File: src/rtl/sxe_defs.svh
// Constants for the serial 8-bit I/O expander: bus address, register
// selects, reset values and bit counts.
// Assumes it is included by the package and by the design modules.
`ifndef SXE_DEFS_SVH
`define SXE_DEFS_SVH

// Upper four bits of the 7-bit target address; straps fill the low three
`define SXE_ADDR_HI        4'h7
// Register select codes carried in the low two bits of the select byte
`define SXE_SEL_SAMPLE     2'h0
`define SXE_SEL_LATCH      2'h1
`define SXE_SEL_INVERT     2'h2
`define SXE_SEL_DIRECTION  2'h3
// Reset values; a direction bit of one means input
`define SXE_RST_LATCH      8'hFF
`define SXE_RST_INVERT     8'h00
`define SXE_RST_DIRECTION  8'hFF
`define SXE_RST_SAMPLE     8'h00
// Bits in one byte on the wire
`define SXE_BYTE_BITS      4'h8
`define SXE_CNT_ZERO       4'h0
`define SXE_CNT_ONE        4'h1

`endif

File: src/rtl/sxe_pkg.sv
// Types shared by the I/O expander design files.
// Assumes sxe_defs.svh is on the include path.
`default_nettype none
`include "sxe_defs.svh"
package sxe_pkg;

  typedef enum logic [3:0] {
    ST_IDLE, ST_ADDR, ST_ACK_ADDR, ST_CMD, ST_ACK_CMD,
    ST_WR, ST_ACK_WR, ST_RD, ST_ACK_RD
  } sxe_state_type;

  typedef struct packed {
    sxe_state_type state;
    logic [3:0]    bit_cnt;
    logic [7:0]    shift;
    logic          rw;
    logic [1:0]    sel;
  } sxe_link_type;

  typedef struct packed {
    logic [7:0] pin_level_sample;
    logic [7:0] pin_drive_latch;
    logic [7:0] read_invert_mask;
    logic [7:0] direction_select;
  } sxe_regs_type;

endpackage : sxe_pkg
`default_nettype wire

File: src/rtl/sxe_top.sv
// Serial 8-bit I/O expander: two-wire bus target, four byte registers,
// eight bidirectional port pins and an open-drain change alert.
// Assumes the bus clock is far slower than clock so every bus edge is
// seen after synchronisation; nrst stands for the power-on reset.
`timescale 1ns/10ps
`default_nettype none
`include "sxe_defs.svh"
module sxe_top
  import sxe_pkg::*;
(
  input  wire logic       clock,
  input  wire logic       nrst,
  input  wire logic       scl_in,
  input  wire logic       sda_in,
  output logic            sda_out,
  output logic            sda_oe,
  input  wire logic       addr_strap_0,
  input  wire logic       addr_strap_1,
  input  wire logic       addr_strap_2,
  input  wire logic [7:0] port_pins_in,
  output logic      [7:0] port_pins_out,
  output logic      [7:0] port_pins_oe,
  output logic            alert_n_out,
  output logic            alert_n_oe
);

  logic [1:0]   bus_sync;
  logic [10:0]  pin_sync;
  logic         scl;
  logic         sda;
  logic [7:0]   pins;
  logic [2:0]   straps;

  sxe_link_type link;
  sxe_link_type next_link;
  sxe_regs_type rg;
  sxe_regs_type next_rg;
  logic         scl_prev;
  logic         sda_prev;
  logic         next_scl_prev;
  logic         next_sda_prev;
  logic         next_sda_oe;
  logic         next_sda_out;
  logic [7:0]   next_port_pins_oe;
  logic         next_alert_n_oe;
  logic         next_alert_n_out;

  logic         scl_rise;
  logic         scl_fall;
  logic         start_seen;
  logic         stop_seen;
  logic         do_load;
  logic [7:0]   rd_byte;

  sxe_sync #(
    .WIDTH (2)
  ) u_bus_sync (
    .clock    (clock),
    .nrst     (nrst),
    .async_in ({scl_in, sda_in}),
    .sync_out (bus_sync)
  );

  sxe_sync #(
    .WIDTH (11)
  ) u_pin_sync (
    .clock    (clock),
    .nrst     (nrst),
    .async_in ({addr_strap_2, addr_strap_1, addr_strap_0, port_pins_in}),
    .sync_out (pin_sync)
  );

  assign scl    = bus_sync[1];
  assign sda    = bus_sync[0];
  assign pins   = pin_sync[7:0];
  assign straps = pin_sync[10:8];

  assign scl_rise   = scl & ~scl_prev;
  assign scl_fall   = ~scl & scl_prev;
  // Start and stop are data edges while the clock stays high
  assign start_seen = scl & scl_prev & sda_prev & ~sda;
  assign stop_seen  = scl & scl_prev & ~sda_prev & sda;

  // Read-back mux; bit n of every register is pin n
  function automatic logic [7:0] read_reg(input sxe_regs_type r,
                                          input logic [1:0]   sel,
                                          input logic [7:0]   lvl);
    case (sel)
      `SXE_SEL_SAMPLE:    read_reg = lvl ^ r.read_invert_mask;
      `SXE_SEL_LATCH:     read_reg = r.pin_drive_latch;
      `SXE_SEL_INVERT:    read_reg = r.read_invert_mask;
      default:            read_reg = r.direction_select;
    endcase
  endfunction : read_reg

  assign rd_byte = read_reg(rg, link.sel, pins);

  always_comb begin
    next_link     = link;
    next_rg       = rg;
    next_sda_oe   = sda_oe;
    next_scl_prev = scl;
    next_sda_prev = sda;
    do_load       = 1'b0;
    if (start_seen) begin
      // A repeated start also lands here, so reads may follow a select write
      next_link.state   = ST_ADDR;
      next_link.bit_cnt = `SXE_CNT_ZERO;
      next_sda_oe       = 1'b0;
    end else if (stop_seen) begin
      next_link.state = ST_IDLE;
      next_sda_oe     = 1'b0;
    end else if (scl_rise) begin
      case (link.state)
        ST_ADDR, ST_CMD, ST_WR: begin
          next_link.shift   = {link.shift[6:0], sda};
          next_link.bit_cnt = link.bit_cnt + `SXE_CNT_ONE;
        end
        ST_RD: begin
          next_link.bit_cnt = link.bit_cnt + `SXE_CNT_ONE;
        end
        ST_ACK_RD: begin
          // Not-acknowledge ends the read; the controller then sends stop
          if (sda) begin
            next_link.state = ST_IDLE;
          end
        end
        default: begin
        end
      endcase
    end else if (scl_fall) begin
      case (link.state)
        ST_ADDR: begin
          if (link.bit_cnt == `SXE_BYTE_BITS) begin
            if (link.shift[7:1] == {`SXE_ADDR_HI, straps}) begin
              next_link.rw    = link.shift[0];
              next_link.state = ST_ACK_ADDR;
              next_sda_oe     = 1'b1;
            end else begin
              next_link.state = ST_IDLE;
            end
          end
        end
        ST_CMD: begin
          if (link.bit_cnt == `SXE_BYTE_BITS) begin
            next_link.sel   = link.shift[1:0];
            next_link.state = ST_ACK_CMD;
            next_sda_oe     = 1'b1;
          end
        end
        ST_WR: begin
          if (link.bit_cnt == `SXE_BYTE_BITS) begin
            case (link.sel)
              `SXE_SEL_LATCH:  next_rg.pin_drive_latch  = link.shift;
              `SXE_SEL_INVERT: next_rg.read_invert_mask = link.shift;
              `SXE_SEL_DIRECTION: next_rg.direction_select = link.shift;
              default: begin
              end
            endcase
            next_link.state = ST_ACK_WR;
            next_sda_oe     = 1'b1;
          end
        end
        ST_ACK_ADDR: begin
          if (link.rw) begin
            do_load = 1'b1;
          end else begin
            next_link.state   = ST_CMD;
            next_link.bit_cnt = `SXE_CNT_ZERO;
            next_sda_oe       = 1'b0;
          end
        end
        ST_ACK_CMD, ST_ACK_WR: begin
          // Further bytes keep landing in the same register
          next_link.state   = ST_WR;
          next_link.bit_cnt = `SXE_CNT_ZERO;
          next_sda_oe       = 1'b0;
        end
        ST_RD: begin
          if (link.bit_cnt == `SXE_BYTE_BITS) begin
            next_link.state = ST_ACK_RD;
            next_sda_oe     = 1'b0;
          end else begin
            next_link.shift = {link.shift[6:0], 1'b1};
            next_sda_oe     = ~link.shift[6];
          end
        end
        ST_ACK_RD: begin
          do_load = 1'b1;
        end
        default: begin
        end
      endcase
    end
    if (do_load) begin
      // Reads use the last select byte; no select byte in a read
      next_link.shift   = rd_byte;
      next_link.bit_cnt = `SXE_CNT_ZERO;
      next_link.state   = ST_RD;
      next_sda_oe       = ~rd_byte[7];
      if (link.sel == `SXE_SEL_SAMPLE) begin
        // Capturing the levels read is what clears the alert
        next_rg.pin_level_sample = pins;
      end
    end
    // Target only: the line is pulled low, never driven high
    next_sda_out      = 1'b0;
    next_alert_n_out  = 1'b0;
    next_port_pins_oe = ~next_rg.direction_select;
    // Only input pins compare; returning levels drop the alert
    next_alert_n_oe   = |((pins ^ next_rg.pin_level_sample) & next_rg.direction_select);
  end

  always_ff @(posedge clock or negedge nrst) begin
    if (!nrst) begin
      link.state            <= ST_IDLE;
      link.bit_cnt          <= `SXE_CNT_ZERO;
      link.shift            <= 8'h00;
      link.rw               <= 1'b0;
      link.sel              <= `SXE_SEL_SAMPLE;
      rg.pin_level_sample   <= `SXE_RST_SAMPLE;
      rg.pin_drive_latch    <= `SXE_RST_LATCH;
      rg.read_invert_mask   <= `SXE_RST_INVERT;
      rg.direction_select   <= `SXE_RST_DIRECTION;
      scl_prev              <= 1'b1;
      sda_prev              <= 1'b1;
      sda_oe                <= 1'b0;
      sda_out               <= 1'b0;
      port_pins_oe          <= ~`SXE_RST_DIRECTION;
      alert_n_oe            <= 1'b0;
      alert_n_out           <= 1'b0;
    end else begin
      link                  <= next_link;
      rg                    <= next_rg;
      scl_prev              <= next_scl_prev;
      sda_prev              <= next_sda_prev;
      sda_oe                <= next_sda_oe;
      sda_out               <= next_sda_out;
      port_pins_oe          <= next_port_pins_oe;
      alert_n_oe            <= next_alert_n_oe;
      alert_n_out           <= next_alert_n_out;
    end
  end

  // Latch drives the pin only where the enable is set
  assign port_pins_out = rg.pin_drive_latch;

endmodule : sxe_top
`default_nettype wire

File: src/rtl/sxe_sync.sv
// Two-flop synchroniser for pins that arrive from outside the clock.
// Assumes the inputs are quasi-static relative to the clock period.
`timescale 1ns/10ps
`default_nettype none
module sxe_sync #(
  parameter int WIDTH = 1
) (
  input  wire logic             clock,
  input  wire logic             nrst,
  input  wire logic [WIDTH-1:0] async_in,
  output logic      [WIDTH-1:0] sync_out
);
  logic [WIDTH-1:0] stage1;
  logic [WIDTH-1:0] next_stage1;
  logic [WIDTH-1:0] next_sync_out;

  always_comb begin
    next_stage1   = async_in;
    next_sync_out = stage1;
  end

  always_ff @(posedge clock or negedge nrst) begin
    if (!nrst) begin
      stage1   <= '0;
      sync_out <= '0;
    end else begin
      stage1   <= next_stage1;
      sync_out <= next_sync_out;
    end
  end
endmodule : sxe_sync
`default_nettype wire

File: config.mk
export PLATFORM = sky130hd
export DESIGN_NAME = sxe_top
export DESIGN_NICKNAME = d
export VERILOG_FILES = /design/src/rtl/sxe_pkg.sv /design/src/rtl/sxe_top.sv /design/src/rtl/sxe_sync.sv
export VERILOG_INCLUDE_DIRS = /design/src /design/src/rtl
export SDC_FILE = /design/constraint.sdc
export NUM_CORES = 1
export LEC_CHECK = 0
export BUFFER_PORTS_ARGS = -buffer_cell sky130_fd_sc_hd__buf_2
export CAP_MARGIN = 10
export CELL_PAD_IN_SITES_DETAIL_PLACEMENT = 1
export CELL_PAD_IN_SITES_GLOBAL_PLACEMENT = 1
export CORE_ASPECT_RATIO = 0.5
export CORE_UTILIZATION = 51
export CTS_CLUSTER_SIZE = 10
export DETAILED_ROUTE_END_ITERATION = 10
export PLACE_DENSITY = 0.86
export REMOVE_ABC_BUFFERS = 1
export SYNTH_ARGS = -nofsm -noshare
export SYNTH_HDL_FRONTEND = slang
export SYNTH_HIERARCHICAL = 1
export SYNTH_SLANG_ARGS = --single-unit
File: constraint.sdc
create_clock -name clock -period 4.3 [get_ports clock]
set_clock_uncertainty 0.1 [all_clocks]
set_input_delay 0.43 -clock clock [delete_from_list [all_inputs] [get_ports clock]]
set_output_delay 0.43 -clock clock [all_outputs]
set_load 0.1 [all_outputs]
==> results.json <==
{
  "status": "completed",
  "synth_adder_area_share_pct": 1.80,
  "cts_root_buffer": "sky130_fd_sc_hd__clkbuf_16",
  "place_ws_ns": 1.64,
  "yosys_register_bits": 89,
  "globalRouteOverflowTotal": 0,
  "cp_slowest_cell": "sky130_fd_sc_hd__dfstp_2",
  "post_cts.resized_instances": 0,
  "finalMaxSlewViolations": 0,
  "drt_pass1_iterations": 6,
  "min_delay_path_depth": 1,
  "grt_pass1_vias": 3276,
  "clock_tree.htree_level_count": 3,
  "gp_congestion": 0.912,
  "grt_pass1_wl_um": 18100,
  "post_synth_inst_count": 358,
  "yosys_warnings": 6,
  "wl_um": 11100,
  "cts_post_setup_buffers_inserted": 0,
  "final_util_pct": 61.6,
  "tritoncts_num_sinks": 89,
  "final_min_period_over_clock_period_pct": 67.5,
  "number_of_input_and_output_port_buffers_inserted": 32,
  "crit_path_cells": "inv_1, ha_1, nor2b_1, a21bo_2, o22ai_1, nand3_1, nand2_1, o21ai_0",
  "report.final.hold_viol_count": 0,
  "initial_utilization_pct": 54.8,
  "synth.lib_cells_used.distinct": 55,
  "synth_area_per_cell_um2": 11.7,
  "cts_buffers": 9,
  "dieWidth_um": 130,
  "synth_xor_area_share_pct": 4.58,
  "critical_path_peak_fanout": 16,
  "clkSlewWorstSetupHoldPaths_ns": 0.07,
  "routed-via-count": 2947,
  "post-dp-hpwl_um": 6610,
  "tritoncts": "built",
  "design.final.nets": 401,
  "setup.worst_path.start_class": "flip-flop",
  "setup_viol": 0,
  "synth_edf_count": 0,
  "setup_tns_ns": 0,
  "layout_min_cycle_time_ns": 2.90,
  "slew-limit-headroom_pct": 26.7,
  "route.detailed.drc": 0,
  "cts.hold.buffers_added": 0,
  "cts.path.max_buffers": 2,
  "worst-endpoint-required_ns": 4.36,
  "setup.worst_path.end_class": "flip-flop",
  "fraction_of_layout_instances_using_a_drive_strength_above_1_pct": 30.4,
  "dr.first_iter.drc_count": 200,
  "worst_hold_slack_ns": 0.0895,
  "post_synth_instance_area_mm2": 0.00418,
  "areaGrowthSynthToFinish_pct": 12.4,
  "worstSetupPathType": "flip-flop to flip-flop",
  "floorplan_die_area_mm2": 0.00857,
  "ioPinCount": 35,
  "fp.coreArea_mm2": 0.00762,
  "detail_route.vias_per_cell": 5.98,
  "critical_path_max_stage_delay_ns": 0.56,
  "p_leak_nw": 2.10,
  "reg2reg_depth": 8,
  "fraction_of_the_mapped_netlist_area_in_simple_logic_gates_pct": 11.5,
  "avgRoutedWirePerCell_um": 22.5,
  "postLayoutSetupSlackWorst_ns": 1.40,
  "antennaDiodeCount": 0,
  "drv.max_cap_violation_count": 0,
  "initial_antenna_violation_count": 0,
  "synth-async-reset-ratio_pct": 100,
  "timing_worst_slew_pin_value_ns": 1.10,
  "timing.fmax_mhz": 344,
  "grt_max_degree": 90,
  "clock_latency_ns": 0.34,
  "power.density_mw_per_mm2": 457,
  "die_h_um": 66.0,
  "synth-compound-area-share_pct": 11.1,
  "min-delay-path-class": "input port to flip-flop",
  "ir_drop_v": 0.000267,
  "postRouteAntennaNets": 0,
  "synthFlopType": "sky130_fd_sc_hd__dfrtp_1",
  "critical_path_arrival_ns": 2.96,
  "unrepaired_setup_endpoints_after_global_routing": "false",
  "placementRows": 22,
  "yosysSeqAreaShare_pct": 53.9,
  "post_synth_mux_area_share_pct": 12.3,
  "synth_top_family_by_area": "multiplexers",
  "global_route.usage.total_pct": 29.3
}
-- through the flow --
stage | power [W] | std cells | instance area [um2]
final | 0.00215 | 493 | 4690
after global routing | 0.00222 | 493 | 4690
after global placement | 0.00121 | 477 | 4350
after detailed placement | 0.00123 | 477 | 4350
after floorplan | 0.00114 | 336 | 4040
after CTS | 0.00216 | 493 | 4690
-- sequential cells by signal (all words and copies together), names as in the netlist --
signal and cells:
rg 24, sda_oe 1, port_pins_oe 8, scl_prev 1, u_pin_sync/next_sync_out 11, u_pin_sync/sync_out 11
link 19, sda_prev 1, port_pins_out 8, alert_n_oe 1, u_bus_sync/sync_out 2, u_bus_sync/next_sync_out 2
-- cells in the mapped netlist (3+ instances only) --
cell                        n  share of area (%)
sky130_fd_sc_hd__nand3b_1   3               0.54
sky130_fd_sc_hd__nand4_1    3               0.45
sky130_fd_sc_hd__dfstp_2   18                 11
sky130_fd_sc_hd__nand3_1    6               0.72
sky130_fd_sc_hd__nor2_1     9               0.81
sky130_fd_sc_hd__a21oi_1    7               0.84
sky130_fd_sc_hd__buf_2      6               0.72
sky130_fd_sc_hd__mux2i_1    5                1.2
sky130_fd_sc_hd__a31oi_1    3               0.45
sky130_fd_sc_hd__ha_1       6                1.8
sky130_fd_sc_hd__nor2b_1   14                2.1
sky130_fd_sc_hd__xnor2_1   14                2.9
sky130_fd_sc_hd__dfrtp_1   71                 43
sky130_fd_sc_hd__clkbuf_1   6               0.54
sky130_fd_sc_hd__o21ai_0   27                3.2
sky130_fd_sc_hd__a22oi_1   15                2.7
sky130_fd_sc_hd__xor2_1     6                1.3
sky130_fd_sc_hd__nand2_1   28                2.5
sky130_fd_sc_hd__inv_1     17                1.5
sky130_fd_sc_hd__mux2_2    41                 11
sky130_fd_sc_hd__buf_4     11                2.0
sky130_fd_sc_hd__nor3_1     3               0.36
-- power breakdown --
part	leakage (nW)	internal [W]	total, W	switching [W]
clock network	0.167	0.000587	0.000912	0.000326
logic	0.866	0.0000947	0.000278	0.000184
registers	1.07	0.000879	0.000955	0.0000766
-- cells in the final DEF (no fill, tap or decap), types with 2 or more instances in the layout --
cell type and count:
sky130_fd_sc_hd__dfrtp_1 71, sky130_fd_sc_hd__mux2_2 41, sky130_fd_sc_hd__buf_2 31, sky130_fd_sc_hd__nand2_1 28, sky130_fd_sc_hd__o21ai_0 27, sky130_fd_sc_hd__dfstp_2 18
sky130_fd_sc_hd__inv_1 17, sky130_fd_sc_hd__a22oi_1 15, sky130_fd_sc_hd__nor2b_1 14, sky130_fd_sc_hd__xnor2_1 14, sky130_fd_sc_hd__nor2_1 9, sky130_fd_sc_hd__clkbuf_16 9
sky130_fd_sc_hd__a21oi_1 7, sky130_fd_sc_hd__xor2_1 6, sky130_fd_sc_hd__nand3_1 6, sky130_fd_sc_hd__ha_1 6, sky130_fd_sc_hd__mux2i_1 5, sky130_fd_sc_hd__nand3b_1 3
sky130_fd_sc_hd__nand4_1 3, sky130_fd_sc_hd__nor3_1 3, sky130_fd_sc_hd__a31oi_1 3, sky130_fd_sc_hd__bufinv_16 3, sky130_fd_sc_hd__and3b_1 2, sky130_fd_sc_hd__and3_1 2
sky130_fd_sc_hd__and4b_1 2, sky130_fd_sc_hd__a41o_1 2, sky130_fd_sc_hd__a211oi_1 2, sky130_fd_sc_hd__or3_1 2, sky130_fd_sc_hd__conb_1 2, sky130_fd_sc_hd__clkbuf_1 2
sky130_fd_sc_hd__buf_4 2
-- kinds of logic (layout without fill, tap and decap cells) --
| logic type | count (synthesis) | after routing |
|---|---|---|
| compound gates | 71 | 71 |
| xor+xnor | 21 | 21 |
| fa+ha+maj | 6 | 6 |
| buf+inv | 40 | 66 |
| flops | 89 | 89 |
| mux | 46 | 46 |
| other cells | 1 | 2 |
| simple gates | 84 | 84 |
-- critical path, delay by kind of cell (launching register included) --
kind                     cells  cell delay (ns)
AND/OR/NAND/NOR              3             1.02
flip-flops                   1             0.56
buffers and inverters        1             0.05
AO/OA/AOI/OAI                3             0.64
adder cells (fa/ha/maj)      1             0.34
-- layer usage --
| layer | global-route usage, % | part of all wire, % | vias up |
|---|---|---|---|
| met4 | 16.0 | 3.4 | 0 |
| li1 | - | - | 1280 |
| met2 | 50.5 | 51 | 104 |
| met3 | 6.63 | 4.3 | 33 |
| met5 | 0 | 0 | - |
| met1 | 34.5 | 42 | 1530 |
-- worst paths after layout --
path                                              from                          end  slack, ns
max                                           scl_prev                     link[10]       1.40
min                                    port_pins_in[0]  u_pin_sync/next_sync_out[0]       0.09
max reg2reg                                   scl_prev                     link[10]       1.40
min reg2reg                u_pin_sync/next_sync_out[8]       u_pin_sync/sync_out[8]       0.25
max in group asynchronous                         nrst                      link[0]       3.20
min in group asynchronous                         nrst                       rg[28]       0.20
-- cell type report --
cell class / count / area (um2)
Multi-Input combinational cell: 230 / 1730
Sequential cell: 89 / 2250
Inverter: 17 / 63.8
Tap cell: 108 / 135
Timing Repair Buffer: 33 / 170
Clock inverter: 4 / 98.8
Clock buffer: 12 / 246
Fill cell: 794 / 2930
(Power assumes the default switching activity.)
